<file path="config.mk">
export PLATFORM = sky130hd
export DESIGN_NAME = flash_erase_and_status_sequencer
export DESIGN_NICKNAME = d
export VERILOG_FILES = /design/src/verilog/flash_host_pkg.sv /design/src/verilog/bus_cycle_if.sv /design/src/verilog/flash_bus_cycle.sv /design/src/verilog/flash_erase_and_status_sequencer.sv
export SDC_FILE = /design/constraint.sdc
export NUM_CORES = 1
export LEC_CHECK = 0
export BUFFER_PORTS_ARGS = -buffer_cell sky130_fd_sc_hd__buf_4
export CAP_MARGIN = 20
export CORE_MARGIN = 4
export CORE_UTILIZATION = 30
export CTS_BUF_LIST = sky130_fd_sc_hd__clkbuf_8 sky130_fd_sc_hd__clkbuf_16
export DETAILED_ROUTE_END_ITERATION = 8
export GPL_TIMING_DRIVEN = 1
export PLACE_DENSITY = 0.52
export SLEW_MARGIN = 15
export SYNTH_ARGS = -nofsm -noshare
export SYNTH_HDL_FRONTEND = slang
export SYNTH_HIERARCHICAL = 1
export SYNTH_SLANG_ARGS = --single-unit
export TNS_END_PERCENT = 1
</file>
<file path="constraint.sdc">
create_clock -name ref_clk -period 2.6 [get_ports ref_clk]
set_clock_uncertainty 0.05 [all_clocks]
set_input_delay 0.13 -clock ref_clk [delete_from_list [all_inputs] [get_ports ref_clk]]
set_output_delay 0.13 -clock ref_clk [all_outputs]
set_load 0.02 [all_outputs]
</file>
<file path="src/verilog/flash_host_pkg.sv">
// Functional notes
// - chip erase: six writes ending 5555/10
// - page erase: five prefix writes, then 50
// - poll erase inside the erased page
// - re-read full byte after completion seen
// - program: AA, 55, A0, then address/data
// - lockout: prefix, 5555/70, then boot address
// - id entry 90, exit F0 or single F0
// - write only select low, strobe low, gate high
`default_nettype none
package flash_host_pkg;
	localparam int ADDR_W = 17;
	localparam int DATA_W = 8;
	localparam logic [14:0] UNLOCK_ADDR_1 = 15'h5555;
	localparam logic [14:0] UNLOCK_ADDR_2 = 15'h2AAA;
	localparam logic [7:0] UNLOCK_DATA_1 = 8'hAA;
	localparam logic [7:0] UNLOCK_DATA_2 = 8'h55;
	localparam logic [7:0] CMD_SETUP = 8'h80;
	localparam logic [7:0] CMD_CHIP_ERASE = 8'h10;
	localparam logic [7:0] CMD_PAGE_ERASE = 8'h50;
	localparam logic [7:0] CMD_PROGRAM = 8'hA0;
	localparam logic [7:0] CMD_LOCKOUT = 8'h70;
	localparam logic [7:0] CMD_ID_ENTRY = 8'h90;
	localparam logic [7:0] CMD_ID_EXIT = 8'hF0;
	localparam logic [7:0] LOCK_ANY_DATA = 8'h00;
	localparam logic [16:0] BOOT_TOP_ADDR = 17'h1FFFF;
	localparam logic [16:0] BOOT_BOTTOM_ADDR = 17'h00000;
	localparam int PAGE_LSB = 12;
	// bus phase times in ns, rounded up to cycles at 5 ns
	localparam int CLK_NS = 5;
	localparam int WE_LOW_NS = 100;
	localparam int WE_HIGH_NS = 100;
	localparam int SETUP_NS = 40;
	localparam int READ_NS = 90;
	localparam int WE_LOW_CYC = (WE_LOW_NS + CLK_NS - 1) / CLK_NS;
	localparam int WE_HIGH_CYC = (WE_HIGH_NS + CLK_NS - 1) / CLK_NS;
	localparam int SETUP_CYC = (SETUP_NS + CLK_NS - 1) / CLK_NS;
	localparam int READ_CYC = (READ_NS + CLK_NS - 1) / CLK_NS;
	localparam int CNT_W = 8;
	localparam logic [2:0] OP_READ = 3'h0;
	localparam logic [2:0] OP_PROGRAM = 3'h1;
	localparam logic [2:0] OP_CHIP_ERASE = 3'h2;
	localparam logic [2:0] OP_PAGE_ERASE = 3'h3;
	localparam logic [2:0] OP_LOCK_TOP = 3'h4;
	localparam logic [2:0] OP_LOCK_BOTTOM = 3'h5;
	localparam logic [2:0] OP_ID_ENTRY = 3'h6;
	localparam logic [2:0] OP_ID_EXIT = 3'h7;
	localparam int MAX_STEPS = 7;
endpackage : flash_host_pkg
`default_nettype wire
</file>
<file path="src/verilog/bus_cycle_if.sv">
`timescale 1ns/100ps
`default_nettype none
interface bus_cycle_if;
	logic                                 start;
	logic                                 is_write;
	logic [flash_host_pkg::ADDR_W-1:0]    addr;
	logic [flash_host_pkg::DATA_W-1:0]    wdata;
	logic                                 done;
	logic [flash_host_pkg::DATA_W-1:0]    rdata;
	modport seq (output start, output is_write, output addr, output wdata,
		input done, input rdata);
	modport phy (input start, input is_write, input addr, input wdata,
		output done, output rdata);
endinterface : bus_cycle_if
`default_nettype wire

</file>
<file path="src/verilog/flash_bus_cycle.sv">
`timescale 1ns/100ps
`default_nettype none
module flash_bus_cycle
(
	// clock and reset
	input  wire logic                              ref_clk,
	input  wire logic                              rst,
	// sequencer side
	bus_cycle_if.phy                               cyc,
	// flash pins
	output logic                                   chip_sel_n,
	output logic                                   out_gate_n,
	output logic                                   write_strobe_n,
	output logic [flash_host_pkg::ADDR_W-1:0]      flash_addr,
	output logic [flash_host_pkg::DATA_W-1:0]      data_lines_o,
	output logic                                   data_lines_oe_n,
	input  wire logic [flash_host_pkg::DATA_W-1:0] data_lines_i
);
	typedef enum logic [2:0] {IDLE, W_SETUP, W_LOW, W_HIGH, R_LOW, R_GAP} phase_type;
	phase_type                         phase_reg;
	logic [flash_host_pkg::CNT_W-1:0]  cnt_reg;
	logic [flash_host_pkg::DATA_W-1:0] sync1_reg;
	logic [flash_host_pkg::DATA_W-1:0] sync2_reg;
	logic [flash_host_pkg::DATA_W-1:0] rdata_reg;
	logic                              done_reg;
	wire                               cnt_zero = (cnt_reg == '0);

	function automatic logic [flash_host_pkg::CNT_W-1:0] cyc_load(input int n);
		cyc_load = flash_host_pkg::CNT_W'(n - 1);
	endfunction : cyc_load

	assign cyc.done = done_reg;
	assign cyc.rdata = rdata_reg;

	always_ff @(posedge ref_clk)
	begin
		sync1_reg <= data_lines_i;
		sync2_reg <= sync1_reg;
	end

	////////////////////////////////////////////////////////////////////
	// write: address set, strobe low, strobe high; gate held high
	// read: select and gate fall together, each read is a new edge
	always_ff @(posedge ref_clk)
	begin
		if (rst)
		begin
			phase_reg <= IDLE;
			cnt_reg <= '0;
			done_reg <= 1'b0;
			rdata_reg <= '0;
			chip_sel_n <= 1'b1;
			out_gate_n <= 1'b1;
			write_strobe_n <= 1'b1;
			flash_addr <= '0;
			data_lines_o <= '0;
			data_lines_oe_n <= 1'b1;
		end
		else
		begin
			done_reg <= 1'b0;
			if (!cnt_zero)
				cnt_reg <= cnt_reg - 1'b1;
			case (phase_reg)
				IDLE:
					if (cyc.start)
					begin
						flash_addr <= cyc.addr;
						if (cyc.is_write)
						begin
							data_lines_o <= cyc.wdata;
							data_lines_oe_n <= 1'b0;
							chip_sel_n <= 1'b0;
							cnt_reg <= cyc_load(flash_host_pkg::SETUP_CYC);
							phase_reg <= W_SETUP;
						end
						else
						begin
							chip_sel_n <= 1'b0;
							out_gate_n <= 1'b0;
							cnt_reg <= cyc_load(flash_host_pkg::READ_CYC + 2);
							phase_reg <= R_LOW;
						end
					end
				W_SETUP:
					if (cnt_zero)
					begin
						write_strobe_n <= 1'b0;
						cnt_reg <= cyc_load(flash_host_pkg::WE_LOW_CYC);
						phase_reg <= W_LOW;
					end
				W_LOW:
					if (cnt_zero)
					begin
						write_strobe_n <= 1'b1;
						cnt_reg <= cyc_load(flash_host_pkg::WE_HIGH_CYC);
						phase_reg <= W_HIGH;
					end
				W_HIGH:
					if (cnt_zero)
					begin
						chip_sel_n <= 1'b1;
						data_lines_oe_n <= 1'b1;
						done_reg <= 1'b1;
						phase_reg <= IDLE;
					end
				R_LOW:
					if (cnt_zero)
					begin
						rdata_reg <= sync2_reg;
						chip_sel_n <= 1'b1;
						out_gate_n <= 1'b1;
						cnt_reg <= cyc_load(flash_host_pkg::WE_HIGH_CYC);
						phase_reg <= R_GAP;
					end
				R_GAP:
					if (cnt_zero)
					begin
						done_reg <= 1'b1;
						phase_reg <= IDLE;
					end
				default:
					phase_reg <= IDLE;
			endcase
		end
	end
endmodule : flash_bus_cycle
`default_nettype wire

</file>
<file path="src/verilog/flash_erase_and_status_sequencer.sv">
`timescale 1ns/100ps
`default_nettype none
module flash_erase_and_status_sequencer
#(
	parameter int POLL_LIMIT = 65535
)
(
	// clock and reset
	input  wire logic                              ref_clk,
	input  wire logic                              rst,
	// user command port
	input  wire logic                              op_valid,
	output logic                                   op_ready,
	input  wire logic [2:0]                        op_code,
	input  wire logic [flash_host_pkg::ADDR_W-1:0] op_addr,
	input  wire logic [flash_host_pkg::DATA_W-1:0] op_data,
	output logic                                   op_done,
	output logic                                   op_error,
	output logic [flash_host_pkg::DATA_W-1:0]      op_rdata,
	// flash pins
	output logic                                   chip_sel_n,
	output logic                                   out_gate_n,
	output logic                                   write_strobe_n,
	output logic [flash_host_pkg::ADDR_W-1:0]      flash_addr,
	output logic [flash_host_pkg::DATA_W-1:0]      data_lines_o,
	output logic                                   data_lines_oe_n,
	input  wire logic [flash_host_pkg::DATA_W-1:0] data_lines_i
);
	typedef enum logic [2:0] {S_IDLE, S_ISSUE, S_WAIT, S_POLL, S_POLL_WAIT,
		S_FINAL, S_FINAL_WAIT, S_DONE} state_type;

	bus_cycle_if cyc ();

	state_type                         state_reg;
	logic [2:0]                        code_reg;
	logic [flash_host_pkg::ADDR_W-1:0] addr_reg;
	logic [flash_host_pkg::DATA_W-1:0] data_reg;
	logic [2:0]                        step_reg;
	logic                              prev_tog_reg;
	logic                              first_poll_reg;
	logic [31:0]                       polls_reg;
	logic                              err_reg;
	logic [flash_host_pkg::DATA_W-1:0] rdata_reg;

	////////////////////////////////////////////////////////////////////
	// step table
	function automatic logic [2:0] step_count(input logic [2:0] c);
		case (c)
			flash_host_pkg::OP_PROGRAM:     step_count = 3'h4;
			flash_host_pkg::OP_CHIP_ERASE:  step_count = 3'h6;
			flash_host_pkg::OP_PAGE_ERASE:  step_count = 3'h6;
			flash_host_pkg::OP_LOCK_TOP:    step_count = 3'h7;
			flash_host_pkg::OP_LOCK_BOTTOM: step_count = 3'h7;
			flash_host_pkg::OP_ID_ENTRY:    step_count = 3'h3;
			flash_host_pkg::OP_ID_EXIT:     step_count = 3'h1;
			default:                        step_count = 3'h1;
		endcase
	endfunction : step_count

	// command address carries only bits 14..0, upper bits zero
	function automatic logic [16:0] cmd_addr(input logic [14:0] a);
		cmd_addr = {2'b00, a};
	endfunction : cmd_addr

	wire logic [2:0]  n_steps = step_count(code_reg);
	wire logic        is_erase = (code_reg == flash_host_pkg::OP_CHIP_ERASE) ||
		(code_reg == flash_host_pkg::OP_PAGE_ERASE);
	wire logic        needs_poll = is_erase || (code_reg == flash_host_pkg::OP_PROGRAM);
	wire logic        page_six = (code_reg == flash_host_pkg::OP_PAGE_ERASE);
	wire logic        lock_any = (code_reg == flash_host_pkg::OP_LOCK_TOP) ||
		(code_reg == flash_host_pkg::OP_LOCK_BOTTOM);
	wire logic        id_exit = (code_reg == flash_host_pkg::OP_ID_EXIT);
	wire logic [2:0]  last_step = 3'(n_steps - 3'h1);

	logic [16:0] step_addr;
	logic [7:0]  step_data;

	////////////////////////////////////////////////////////////////////
	// address/data of the current step
	always_comb
	begin
		step_addr = cmd_addr(flash_host_pkg::UNLOCK_ADDR_1);
		step_data = flash_host_pkg::UNLOCK_DATA_1;
		if (id_exit)
		begin
			step_addr = addr_reg;
			step_data = flash_host_pkg::CMD_ID_EXIT;
		end
		else
			case (step_reg)
				3'h1, 3'h4:
				begin
					step_addr = cmd_addr(flash_host_pkg::UNLOCK_ADDR_2);
					step_data = flash_host_pkg::UNLOCK_DATA_2;
				end
				3'h2:
					case (code_reg)
						flash_host_pkg::OP_PROGRAM:  step_data = flash_host_pkg::CMD_PROGRAM;
						flash_host_pkg::OP_ID_ENTRY: step_data = flash_host_pkg::CMD_ID_ENTRY;
						default:                     step_data = flash_host_pkg::CMD_SETUP;
					endcase
				3'h3:
					if (code_reg == flash_host_pkg::OP_PROGRAM)
					begin
						step_addr = addr_reg;
						step_data = data_reg;
					end
				3'h5:
					if (page_six)
					begin
						step_addr = addr_reg;
						step_data = flash_host_pkg::CMD_PAGE_ERASE;
					end
					else if (lock_any)
						step_data = flash_host_pkg::CMD_LOCKOUT;
					else
						step_data = flash_host_pkg::CMD_CHIP_ERASE;
				3'h6:
				begin
					step_addr = (code_reg == flash_host_pkg::OP_LOCK_TOP) ?
						flash_host_pkg::BOOT_TOP_ADDR : flash_host_pkg::BOOT_BOTTOM_ADDR;
					step_data = flash_host_pkg::LOCK_ANY_DATA;
				end
				default:
				begin
					step_addr = cmd_addr(flash_host_pkg::UNLOCK_ADDR_1);
					step_data = flash_host_pkg::UNLOCK_DATA_1;
				end
			endcase
	end

	wire logic bus_start = (state_reg == S_ISSUE) || (state_reg == S_POLL) ||
		(state_reg == S_FINAL);
	assign cyc.start = bus_start;
	assign cyc.is_write = (state_reg == S_ISSUE);
	assign cyc.addr = (state_reg == S_ISSUE) ? step_addr : addr_reg;
	assign cyc.wdata = step_data;

	// toggle stopped between two reads means the operation ended
	wire logic toggled = first_poll_reg || (cyc.rdata[6] != prev_tog_reg);
	// bit 7 settles to true data for program, one for erase
	wire logic poll_ok = is_erase ? cyc.rdata[7] : (cyc.rdata[7] == data_reg[7]);
	wire logic finished = !toggled && poll_ok;
	wire logic timed_out = (polls_reg >= 32'(POLL_LIMIT));

	assign op_ready = (state_reg == S_IDLE);

	////////////////////////////////////////////////////////////////////
	// sequencer; one command at a time, so none lands during an operation
	always_ff @(posedge ref_clk)
	begin
		if (rst)
		begin
			state_reg <= S_IDLE;
			code_reg <= flash_host_pkg::OP_READ;
			addr_reg <= '0;
			data_reg <= '0;
			step_reg <= '0;
			prev_tog_reg <= 1'b0;
			first_poll_reg <= 1'b1;
			polls_reg <= '0;
			err_reg <= 1'b0;
			rdata_reg <= '0;
			op_done <= 1'b0;
			op_error <= 1'b0;
			op_rdata <= '0;
		end
		else
		begin
			op_done <= 1'b0;
			case (state_reg)
				S_IDLE:
					if (op_valid)
					begin
						code_reg <= op_code;
						addr_reg <= op_addr;
						data_reg <= op_data;
						step_reg <= '0;
						err_reg <= 1'b0;
						state_reg <= (op_code == flash_host_pkg::OP_READ) ? S_FINAL : S_ISSUE;
					end
				S_ISSUE:
					state_reg <= S_WAIT;
				S_WAIT:
					if (cyc.done)
					begin
						if (step_reg == last_step || id_exit)
						begin
							// status valid from the last strobe rise
							first_poll_reg <= 1'b1;
							polls_reg <= '0;
							state_reg <= needs_poll ? S_POLL : S_DONE;
						end
						else
						begin
							step_reg <= step_reg + 3'h1;
							state_reg <= S_ISSUE;
						end
					end
				S_POLL:
					state_reg <= S_POLL_WAIT;
				S_POLL_WAIT:
					if (cyc.done)
					begin
						prev_tog_reg <= cyc.rdata[6];
						first_poll_reg <= 1'b0;
						polls_reg <= polls_reg + 32'h1;
						if (finished)
							state_reg <= S_FINAL;
						else if (timed_out)
						begin
							err_reg <= 1'b1;
							state_reg <= S_DONE;
						end
						else
							state_reg <= S_POLL;
					end
				S_FINAL:
					state_reg <= S_FINAL_WAIT;
				S_FINAL_WAIT:
					if (cyc.done)
					begin
						rdata_reg <= cyc.rdata;
						state_reg <= S_DONE;
					end
				S_DONE:
				begin
					op_done <= 1'b1;
					op_error <= err_reg;
					op_rdata <= rdata_reg;
					state_reg <= S_IDLE;
				end
				default:
					state_reg <= S_IDLE;
			endcase
		end
	end

	flash_bus_cycle u_bus
	(
		.ref_clk         (ref_clk),
		.rst             (rst),
		.cyc             (cyc.phy),
		.chip_sel_n      (chip_sel_n),
		.out_gate_n      (out_gate_n),
		.write_strobe_n  (write_strobe_n),
		.flash_addr      (flash_addr),
		.data_lines_o    (data_lines_o),
		.data_lines_oe_n (data_lines_oe_n),
		.data_lines_i    (data_lines_i)
	);
endmodule : flash_erase_and_status_sequencer
`default_nettype wire

</file>
=== After elaboration in Yosys (flattened, before gate mapping) ===
Cells that the tools add are included.

* Bits in registers: 152
* Bits of input ports: 39
* Word-level logic and storage cells: 184

* Add/subtract/negate cells: 4
* $lt $le $gt $ge: 1
* Equality and inequality tests: 45
* Muxes and demuxes: 66
* Bitwise logic cells: 1
* Reduce and logical (&&, ||, !) cells: 42

{| class="wikitable"
|+ Operator list
! cell !! count
|-
| 32-bit two-way mux || 3
|-
| 17-bit two-way mux || 5
|-
| 17-bit case mux with 4 select lines || 1
|-
| 32-bit case mux with 2 select lines || 1
|-
| 3-bit two-way mux || 18
|-
| 8-bit two-way mux || 5
|-
| 8-bit case mux with 5 select lines || 1
|-
| 3-bit == test, second input constant || 13
|-
| 32-bit by 1-bit adder with 32-bit output, second input constant || 1
|-
| 32-bit by 16-bit >= comparator with 1-bit output, second input constant || 1
|-
| 3-bit by 2-bit == test with 1-bit output, second input constant || 8
|-
| 3-bit case mux with 8 select lines || 1
|-
| 4-bit AND reduction || 5
|-
| 2-bit by 1-bit != test with 1-bit output, second input constant || 9
|-
| 1-bit two-way mux || 17
|-
| 2-bit != test, second input constant || 8
|-
| 8-bit case mux with 2 select lines || 1
|-
| 3-bit case mux with 5 select lines || 1
|-
| 7-bit two-way mux || 2
|-
| 2-bit nonzero test || 7
|-
| 3-bit by 1-bit == test with 1-bit output, second input constant || 4
|-
| 1-bit case mux with 2 select lines || 6
|-
| 3-bit case mux with 4 select lines || 1
|-
| 6-bit case mux with 2 select lines || 1
|-
| 19 further kinds || 39
|}

=== Longest topological paths before layout ===
Gate-level depths: netlist (run 1).

* Word-level depth: 9
* Depth in mapped cells: 11
* Depth with buffers taken out: 10

=== Hierarchy ===
Netlist (run 1), hierarchy kept.

{| class="wikitable"
|+ By module, submodules not included
! module !! instances !! cells an instance !! area an instance (um^2) !! seq. area each (um^2)
|-
| flash_erase_and_status_sequencer || 1 || 583 || 4434.3 || 1741.7
|-
| flash_bus_cycle || 1 || 257 || 2328.5 || 1301.2
|}

=== Least setup slack after synthesis (run 1) ===
OpenSTA, ideal clock, no wires.

* Kind: reg-to-reg
* Start: register code_reg[1]
* End: register polls_reg[22]
* Library setup time: 0.070 ns
* Data arrival time: 2.331 ns
* Path slack: 0.149 ns
* Stages on the path, launching flop included: 10
* Path buffers: 2
* Period minus slack after synthesis: 2.451 ns
* Cells stage by stage: dfxtp_1 -> clkbuf_1 -> inv_1 -> ha_1 -> nand3b_1 -> a31oi_2 -> a211oi_4 -> buf_6 -> or4_1 -> a21oi_1

* Word-level cells in the longest chain between the ends: 8
* Elaborated cells on any way between the ends: 15
* Those cells by class: add/sub: 1; eq/ne: 9; mux: 1; reduce/logical: 4

{| class="wikitable"
|+ RTL lines
! item !! line !! text
|-
| start, declared || flash_erase_and_status_sequencer.sv:35 || <nowiki>logic [2:0] code_reg;</nowiki>
|-
| start signal, assigned || flash_erase_and_status_sequencer.sv:155 || <nowiki>code_reg <= flash_host_pkg::OP_READ;</nowiki>
|-
| start signal, assigned || flash_erase_and_status_sequencer.sv:175 || <nowiki>code_reg <= op_code;</nowiki>
|-
| 3-bit == test / 3-bit by 2-bit == test with 1-bit output (equally long branches) || flash_erase_and_status_sequencer.sv:48 || <nowiki>case (c)</nowiki>
|-
| 2-bit OR reduction (no line) || -- ||
|-
| 3-bit case mux with 4 select lines || flash_erase_and_status_sequencer.sv:48 ||
|-
| 3-bit by 1-bit subtractor with 3-bit output || flash_erase_and_status_sequencer.sv:73 || <nowiki>wire logic [2:0] last_step = 3'(n_steps - 3'h1);</nowiki>
|-
| 3-bit == test || flash_erase_and_status_sequencer.sv:187 || <nowiki>if (step_reg == last_step || id_exit)</nowiki>
|-
| 1-bit logical OR (*) || flash_erase_and_status_sequencer.sv:187 ||
|-
| 2-bit != test (no line) (*) || -- ||
|-
| 4-bit AND reduction (no line) (*) || -- ||
|-
| end signal, assigned || flash_erase_and_status_sequencer.sv:207 || <nowiki>polls_reg <= polls_reg + 32'h1;</nowiki>
|-
| end, declared || flash_erase_and_status_sequencer.sv:41 || <nowiki>logic [31:0] polls_reg;</nowiki>
|}

Mark *: on every way between the ends. The rest lies on a longest branch, timed or not.
A chain may end at the register's enable or synchronous reset.

=== Worst setup path in the final report (run 1) ===
* Start: register code_reg[2]
* End: register polls_reg[24]

The elaborated chain is that of the path after synthesis.

==> impl_metrics.json, run 1 <==
{
  "outcome": "completed",
  "cts_root_buf": "clkbuf_16",
  "drtIter0Drc": 393,
  "worst-path-buf-inv": 2,
  "synth_area_per_cell_um2": 8.05,
  "wl_per_cell_um": 14.0,
  "leakagePower_nw": 3.27,
  "worstPathArrival_ns": 2.70,
  "dr.pass1.iters": 5,
  "viasPerCell": 4.91,
  "core_mm2": 0.0220,
  "relSlewSlack_pct": 34.9,
  "hpwl_um": 11500,
  "p_total_mw": 6.78,
  "fill_cells": 2241,
  "layout_min_cycle_time_ns": 2.39,
  "overflow": 0,
  "path_clk_slew_ns": 0.06,
  "hold_depth": 2,
  "final_common_cell": "nand2_1",
  "die_w_um": 158,
  "ios": 79,
  "start_kind": "flip-flop",
  "hold_end": "prev_tog_reg",
  "instances_no_fill": 1234,
  "wirelength_um": 17300,
  "numCtsBuffers": 17,
  "pre_cts_slack_ns": 0.180,
  "multi_input_area_mm2": 0.00345,
  "num_rows": 54,
  "ys_ff_latch": 152,
  "synthCells": 840,
  "critPathCaptureType": "flip-flop",
  "fp.dieH_um": 158,
  "tns_ns": 0,
  "r2r_end": "polls_reg[24]",
  "cp.required_ns": 2.91,
  "cts_setup_buffers": 0,
  "crit_chain": "inv_1 > ha_1 > o21bai_1 > a32o_1 > a31oi_4 > a211oi_4 > buf_12 > or4_1 > a21oi_1",
  "clkSinkCount": 152,
  "final_cell_mix": "nand2_1 (185), dfxtp_1 (152), a21oi_1 (139)",
  "holdWs_ns": 0.226,
  "setup_ws_ns": 0.208,
  "antenna_cells": 0,
  "synth_edf_count": 0,
  "dr_total_vias": 6064,
  "grt_max_degree": 76,
  "grt_antenna_before_repair": 0,
  "cts.htree.levels": 4,
  "hold_viol": 0,
  "grt_pass1_vias": 5795,
  "drv_slew": 0,
  "die-area_mm2": 0.0250,
  "max_stage_delay_ns": 0.51,
  "io_buffers": 78,
  "grt_pass1_wl_um": 28900,
  "yosysTopAreaCellShare_pct": 45.0,
  "place_area_mm2": 0.00766,
  "synth.largest_area_cell": "dfxtp_1",
  "cp_slowest_cell": "or4_1",
  "syn_area_mm2": 0.00676,
  "final_cell_area_mm2": 0.00870,
  "largest_reg_flops": 32,
  "finalSetupViolCount": 0,
  "drcViolationCount": 0,
  "r2r_cells": 9,
  "fmax_mhz": 418,
  "hold_start": "rst",
  "power_density_mw_per_mm2": 780,
  "place_congestion": 0.822,
  "finalCritPeriodShare_pct": 92.0,
  "start_util_pct": 30.7,
  "clk_latency_ns": 0.42,
  "fin_util_pct": 39.5,
  "async_flop_share_pct": 0,
  "dp.cells": 1167,
  "syn_nets": 890,
  "syn2layout_area_growth_pct": 28.6,
  "critPathMaxFanout": 64,
  "ys_warn_count": 6,
  "path_class": "reg2reg",
  "maxCapViolations": 0,
  "ir_worst_vdd_uv": 545,
  "register_area_mm2": 0.00304,
  "yosysUniqueCellTypes": 62,
  "clockBufferDepth": 2,
  "worst_slew_pin_slew_ns": 0.977,
  "synthFlopType": "dfxtp_1",
  "worstReg2RegStart": "code_reg[2]",
  "critPathTopFamily": "compound AO/OA/AOI/OAI gates",
  "postRouteAntennaNets": 0,
  "yosysSeqAreaShare_pct": 45.0,
  "fin_nets": 993,
  "synth_area_leaders": "dfxtp_1 (45%), a21oi_1 (10%), nand2_1 (10%), nand3_1 (2.5%), clkbuf_1 (2.3%)",
  "cts_tree": "done",
  "rsz0062_at_grt": "no",
  "grt_use_total_pct": 14.2,
  "drive_above_1_share_pct": 15.2,
  "reg2reg_slack_ns": 0.21,
  "hp-class": "in2reg"
}
## cell usage after synthesis, drive strengths merged (5+ instances only)
cell and instances:
xor2 7, and3 15, o31ai 14, nand4 16, or4 16, clkbuf 41, buf 13, nand3 35
nand2 185, nor4 7, nor2b 5, xnor2 5, nor3 15, nand2b 5, nor3b 6, or3 20
a21o 10, o21ai 29, inv 11, o21a 11, a21oi 140, ha 11, and2 6, nor2 24
dfxtp 152
## worst register-to-register path: stages (launching register included)
cell	delay [ns]
dfxtp_1	0.37
inv_1	0.06
ha_1	0.23
o21bai_1	0.19
a32o_1	0.26
a31oi_4	0.21
a211oi_4	0.10
buf_12	0.20
or4_1	0.53
a21oi_1	0.14
## logic make-up after synthesis
logic type,count (synthesis),synth area share [%]
simple gates,366,26.7
buf+inv,65,4.13
flops,152,45.0
fa+ha+maj,11,2.04
mux,5,0.759
xor+xnor,12,1.55
compound gates,229,19.9
## layout make-up
cell class,instances,area share (%)
Clock buffer,17,4.89
Clock inverter,13,2.62
Inverter,11,0.475
Multi-Input combinational cell,623,39.7
Sequential cell,152,35.0
Tap cell,280,4.03
Timing Repair Buffer,138,13.3
## where the power goes
group	internal, mW	switching (mW)
clock network	1.79	0.962
logic	0.580	0.791
registers	2.49	0.171
## per-layer routing
metal  GRT usage, %  vias up  routed length (um)
li1               -     3175                   -
met1           20.3     2795                8680
met2           21.4       80                7920
met3           3.20       14                 543
met4           4.02        0                 181
met5              0        -                   0
## timing repair
item / CTS / global route
endpoints found under the setup margin: 0 / 9
hold endpoints to repair: 37 / 0
resized for setup: 0 / 1
hold buffers: 37 / 0
## worst max-delay path by stage
stage                start              endpoint  slack [ns]  cells past startpoint
2_1_floorplan  code_reg[1]         polls_reg[22]        0.15                      9
3_3_place_gp   step_reg[2]  u_bus/flash_addr[14]        0.24                      8
3_5_place_dp   code_reg[2]         polls_reg[11]        0.18                      9
4_1_cts        code_reg[2]          polls_reg[4]        0.15                      9
5_1_grt        code_reg[2]         polls_reg[24]        0.02                      9
6_report       code_reg[2]         polls_reg[24]        0.21                      9
Power figures use the tool's default switching activity.
==> run 2, diff against run 1 <==
--- a/config.mk
+++ b/config.mk
@@ -13,6 +13,7 @@
 export DETAILED_ROUTE_END_ITERATION = 8
 export GPL_TIMING_DRIVEN = 1
 export PLACE_DENSITY = 0.52
+export SETUP_SLACK_MARGIN = 0.4
 export SLEW_MARGIN = 15
 export SYNTH_ARGS = -nofsm -noshare
 export SYNTH_HDL_FRONTEND = slang
==> run 2 against run 1 <==
Against the previous run:
- worst setup slack gained 0.11 ns
- core utilization grew 0.14 points
- sequential share of layout area is essentially flat
- cell count grew 0.73%
- register-to-register slack gained 0.11 ns
- critical path depth shrank 1
- maximum frequency grew 5.0%
- die area is the same
- worst hold slack lost 0.13 ns
- total power shrank 4.6%
- flip-flop and latch count is the same
==> impl_metrics.json, run 2 (synthesis gave the netlist of run 1 again) <==
{
  "wirelength_um": 17900,
  "worst_slew_pin_slew_ns": 0.975,
  "critPathCaptureType": "flip-flop",
  "fin_nets": 1000,
  "final_common_cell": "nand2_1",
  "cts.htree.levels": 4,
  "hold_end": "u_bus/cnt_reg[1]",
  "power_density_mw_per_mm2": 741,
  "clk_latency_ns": 0.43,
  "viasPerCell": 4.99,
  "r2r_end": "polls_reg[26]",
  "tns_ns": 0,
  "cp.required_ns": 2.90,
  "final_cell_mix": "nand2_1 (184), dfxtp_1 (150), a21oi_1 (138)",
  "ios": 79,
  "antenna_cells": 0,
  "die_w_um": 158,
  "fmax_mhz": 439,
  "overflow": 0,
  "fin_util_pct": 39.6,
  "finalSetupViolCount": 0,
  "cts_tree": "done",
  "cts_root_buf": "clkbuf_16",
  "wl_per_cell_um": 14.4,
  "critPathMaxFanout": 23,
  "rsz0062_at_grt": "yes",
  "grt_antenna_before_repair": 0,
  "leakagePower_nw": 3.27,
  "start_util_pct": 30.7,
  "finalCritPeriodShare_pct": 87.6,
  "hold_depth": 2,
  "numCtsBuffers": 17,
  "grt_pass1_wl_um": 28700,
  "path_clk_slew_ns": 0.06,
  "r2r_cells": 8,
  "place_congestion": 0.824,
  "maxCapViolations": 0,
  "num_rows": 54,
  "drcViolationCount": 0,
  "hp-class": "in2reg",
  "path_class": "reg2reg",
  "grt_max_degree": 47,
  "dr.pass1.iters": 4,
  "hpwl_um": 11900,
  "worstPathArrival_ns": 2.58,
  "dr_total_vias": 6200,
  "grt_use_total_pct": 14.1,
  "postRouteAntennaNets": 0,
  "grt_pass1_vias": 5560,
  "syn2layout_area_growth_pct": 29.0,
  "worstReg2RegStart": "code_reg[1]",
  "outcome": "completed",
  "drv_slew": 0,
  "holdWs_ns": 0.0933,
  "io_buffers": 78,
  "clockBufferDepth": 2,
  "largest_reg_flops": 32,
  "fp.dieH_um": 158,
  "core_mm2": 0.0220,
  "layout_min_cycle_time_ns": 2.28,
  "clkSinkCount": 152,
  "drive_above_1_share_pct": 16.9,
  "reg2reg_slack_ns": 0.32,
  "hold_viol": 0,
  "place_area_mm2": 0.00772,
  "ir_worst_vdd_uv": 525,
  "relSlewSlack_pct": 35.0,
  "hold_start": "rst",
  "start_kind": "flip-flop",
  "final_cell_area_mm2": 0.00873,
  "die-area_mm2": 0.0250,
  "drtIter0Drc": 304
}
## run 2: metrics by stage
stage	power [mW]	worst slack, ns	cells
floorplan	3.67	0.355	840
global placement	4.07	0.234	1169
detailed placement	4.08	0.189	1169
CTS	6.54	0.323	1242
global route	6.84	0.224	1243
finish	6.47	0.321	1243
## run 2: area by class of cell
class | instances | area, um^2
Fill cell | 2310 | 13300
Inverter | 11 | 41.3
Clock inverter | 14 | 124
Sequential cell | 152 | 3050
Multi-Input combinational cell | 623 | 3490
Clock buffer | 18 | 439
Tap cell | 280 | 350
Timing Repair Buffer | 145 | 1240
## run 2: worst max path at each step
stage,endpoint,depth (start not counted),from
floorplan,polls_reg[22],10,code_reg[2]
global placement,polls_reg[11],9,code_reg[2]
detailed placement,polls_reg[26],9,code_reg[2]
CTS,polls_reg[26],8,code_reg[1]
global route,polls_reg[30],8,code_reg[1]
finish,polls_reg[26],8,code_reg[1]
## run 2: critical path, stage by stage, from the launching register on
cell and delay [ns]:
dfxtp_4 0.37, ha_2 0.22, o21bai_1 0.17, a32o_1 0.24, a31oi_4 0.19, a211oi_4 0.13, buf_12 0.18, or4_1 0.49
a21oi_1 0.15
## run 2: per-layer routing
layer / part of all wire [%] / wire [um] / track usage (%) / vias to the layer above
met5: 0 / 0 / 0 / -
met1: 50 / 9010 / 20.5 / 2898
met2: 45 / 8050 / 20.7 / 99
met3: 3.3 / 600 / 2.57 / 17
met4: 1.5 / 268 / 5.04 / 0
li1: - / - / - / 3186
## run 2: what timing repair did
item / CTS / global route
endpoints found under the hold margin: 37 / 0
cloned: 0 / 1
pin swaps: 0 / 3
setup buffers: 4 / 0
hold buffers: 37 / 0
endpoints found under the setup margin: 49 / 61
gates resized for setup: 4 / 4
## run 2: report_power, final
group / switching [mW] / leakage [nW] / internal (mW)
logic: 0.818 / 1.75 / 0.619
clock network: 1.03 / 0.280 / 1.35
registers: 0.166 / 1.24 / 2.49
==> run 3, diff against run 2 <==
--- a/config.mk
+++ b/config.mk
@@ -17,6 +17,5 @@
 export SLEW_MARGIN = 15
 export SYNTH_ARGS = -nofsm -noshare
 export SYNTH_HDL_FRONTEND = slang
-export SYNTH_HIERARCHICAL = 1
 export SYNTH_SLANG_ARGS = --single-unit
 export TNS_END_PERCENT = 1
==> run 3 against run 2 <==
Against the previous run:
- critical path depth unchanged
- non-clock buffer count fell by 6
- die area fell by 2.1%
- sequential share of layout area is 0.37 points higher
- largest cell class unchanged
- highest routed layer unchanged
==> impl_metrics.json, run 3 <==
{
  "drcViolationCount": 0,
  "rsz0062_at_grt": "yes",
  "maxCapViolations": 0,
  "ir_worst_vdd_uv": 451,
  "synthCells": 804,
  "synth_edf_count": 0,
  "cts.htree.levels": 4,
  "leakagePower_nw": 3.13,
  "layout_min_cycle_time_ns": 2.26,
  "reg2reg_slack_ns": 0.34,
  "syn2layout_area_growth_pct": 30.5,
  "ys_warn_count": 0,
  "crit_chain": "clkinvlp_4 > ha_4 > xor2_2 > and4_4 > a21oi_4 > buf_12 > or4_1 > a21oi_2",
  "num_rows": 54,
  "worst-path-buf-inv": 2,
  "drive_above_1_share_pct": 19.5,
  "dr.pass1.iters": 5,
  "synth_area_leaders": "dfxtp_1 (46%), nand2_1 (9.1%), a21oi_1 (8.9%), o31ai_1 (3.0%), or4_1 (2.8%)",
  "fill_cells": 2288,
  "worstPathArrival_ns": 2.57,
  "hp-class": "in2reg",
  "die-area_mm2": 0.0245,
  "fin_nets": 964,
  "antenna_cells": 0,
  "postRouteAntennaNets": 0,
  "fp.dieH_um": 156,
  "yosysTopAreaCellShare_pct": 46.0,
  "start_kind": "flip-flop",
  "core_mm2": 0.0218,
  "grt_max_degree": 47,
  "synth.largest_area_cell": "dfxtp_1",
  "critPathLaunch": "code_reg[1]",
  "synthMostInstantiatedCell": "nand2_1",
  "syn_area_mm2": 0.00661,
  "path_class": "reg2reg",
  "ys_ff_latch": 152,
  "cts_tree": "done",
  "synth_commonest_cells": "nand2_1 (161), dfxtp_1 (152), a21oi_1 (117)",
  "final_common_cell": "nand2_1",
  "cp-endpoint": "polls_reg[23]",
  "viasPerCell": 4.95,
  "grt_pass1_vias": 5697,
  "yosysSeqAreaShare_pct": 46.0,
  "start_util_pct": 30.4,
  "ios": 79,
  "relSlewSlack_pct": 45.3,
  "synth_area_per_cell_um2": 8.22,
  "r2r_end": "polls_reg[23]",
  "hpwl_um": 11600,
  "dr_total_vias": 5971,
  "grt_pass1_wl_um": 28700,
  "grt_use_total_pct": 14.2,
  "worst_slew_pin_slew_ns": 0.818,
  "wl_per_cell_um": 14.3,
  "place_congestion": 0.800,
  "clockBufferDepth": 2,
  "tns_ns": 0,
  "clk_latency_ns": 0.43,
  "die_w_um": 156,
  "cp.required_ns": 2.91,
  "synthFlopType": "dfxtp_1",
  "critical_path_depth": 8,
  "finalCritPeriodShare_pct": 86.7,
  "finalSetupViolCount": 0,
  "largest_reg_flops": 32,
  "drv_slew": 0,
  "path_clk_slew_ns": 0.07,
  "yosysUniqueCellTypes": 67,
  "io_buffers": 78,
  "final_cell_mix": "nand2_1 (160), dfxtp_1 (148), a21oi_1 (115)",
  "cp_slowest_cell": "or4_1",
  "worstReg2RegStart": "code_reg[1]",
  "fin_util_pct": 39.7,
  "critPathTopFamily": "simple AND/OR/NAND/NOR gates",
  "cts_root_buf": "clkbuf_16",
  "outcome": "completed",
  "hold_viol": 0,
  "critPathCaptureType": "flip-flop",
  "wirelength_um": 17200,
  "critPathMaxFanout": 34,
  "numCtsBuffers": 17,
  "max_stage_delay_ns": 0.52,
  "syn_nets": 854,
  "fmax_mhz": 443,
  "drtIter0Drc": 316,
  "power_density_mw_per_mm2": 817,
  "r2r_cells": 8,
  "clkSinkCount": 152,
  "grt_antenna_before_repair": 0,
  "async_flop_share_pct": 0,
  "overflow": 0
}
==> run 3: cell types whose count changed in the layout (fill, tap and decap cells not counted), moves of 7 or more <==
cell      delta
o31ai_1     +12
nand2_1     -24
nor2_1      +24
a211oi_1    +20
nand3_1     -16
or4_1        +8
or3_1       -11
inv_8        +7
a21o_1       -7
nand4_1      -9
a21oi_1     -23
o21a_1       -9
==> run 3: logic make-up after synthesis <==
kind of cell             share of synthesized area (%)
XOR/XNOR                                          1.32
AO/OA/AOI/OAI                                     20.4
multiplexers                                     0.322
flip-flops                                        46.0
adder cells (fa/ha/maj)                           2.08
buffers and inverters                             4.35
AND/OR/NAND/NOR                                   25.5
==> run 3: final cells by class <==
cell class                      count  area, um^2  share of cell area (%)
Timing Repair Buffer              139        1160                    13.5
Inverter                           16        63.8                   0.739
Tap cell                          280         350                    4.06
Sequential cell                   152        3050                    35.3
Clock buffer                       17         425                    4.93
Multi-Input combinational cell    588        3370                    39.1
Clock inverter                     15         203                    2.35
==> run 3: where the power goes <==
group	total, mW	internal [mW]	leakage, nW	switching (mW)
Sequential	2.79	2.57	1.24	0.221
Combinational	1.63	0.697	1.58	0.936
Clock	2.63	1.48	0.311	1.14
Total	7.05	4.75	3.13	2.30
==> run 3: worst min-delay path by stage <==
stage,from,to,slack (ns),cells after the start
after floorplan,data_lines_i[0],u_bus.sync1_reg[0],0.11,0
final,rst,u_bus.cnt_reg[1],0.11,2
after CTS,rst,u_bus.cnt_reg[1],0.11,2
after global routing,rst,u_bus.cnt_reg[1],0.11,2
after detailed placement,data_lines_i[7],u_bus.sync1_reg[7],0.19,1
after global placement,data_lines_i[5],u_bus.sync1_reg[5],0.19,1
==> run 3: per-stage QoR <==
stage | power [mW] | setup WS (ns) | instance area [um^2] | hold WS, ns | cells
after floorplan | 3.83 | 0.402 | 6610 | 0.108 | 804
after global placement | 4.39 | 0.280 | 7510 | 0.186 | 1135
after detailed placement | 4.40 | 0.218 | 7510 | 0.186 | 1135
after CTS | 7.11 | 0.389 | 8550 | 0.106 | 1205
after global routing | 7.45 | 0.241 | 8630 | 0.113 | 1207
final | 7.05 | 0.345 | 8630 | 0.110 | 1207
==> run 3: per-layer routing <==
layer | GRT usage, % | routed length, um | up-vias
li1 | - | - | 3077
met1 | 18.8 | 8240 | 2805
met2 | 23.6 | 8380 | 74
met3 | 2.85 | 403 | 15
met4 | 4.13 | 193 | 0
met5 | 0 | 0 | -
==> run 3: repair_timing <==
item	4_1_cts	5_1_grt
hold endpoints to repair	37	0
pin swaps	1	2
setup buffers	1	2
hold buffers	37	0
resized for setup	13	11
endpoints found under the setup margin	52	54
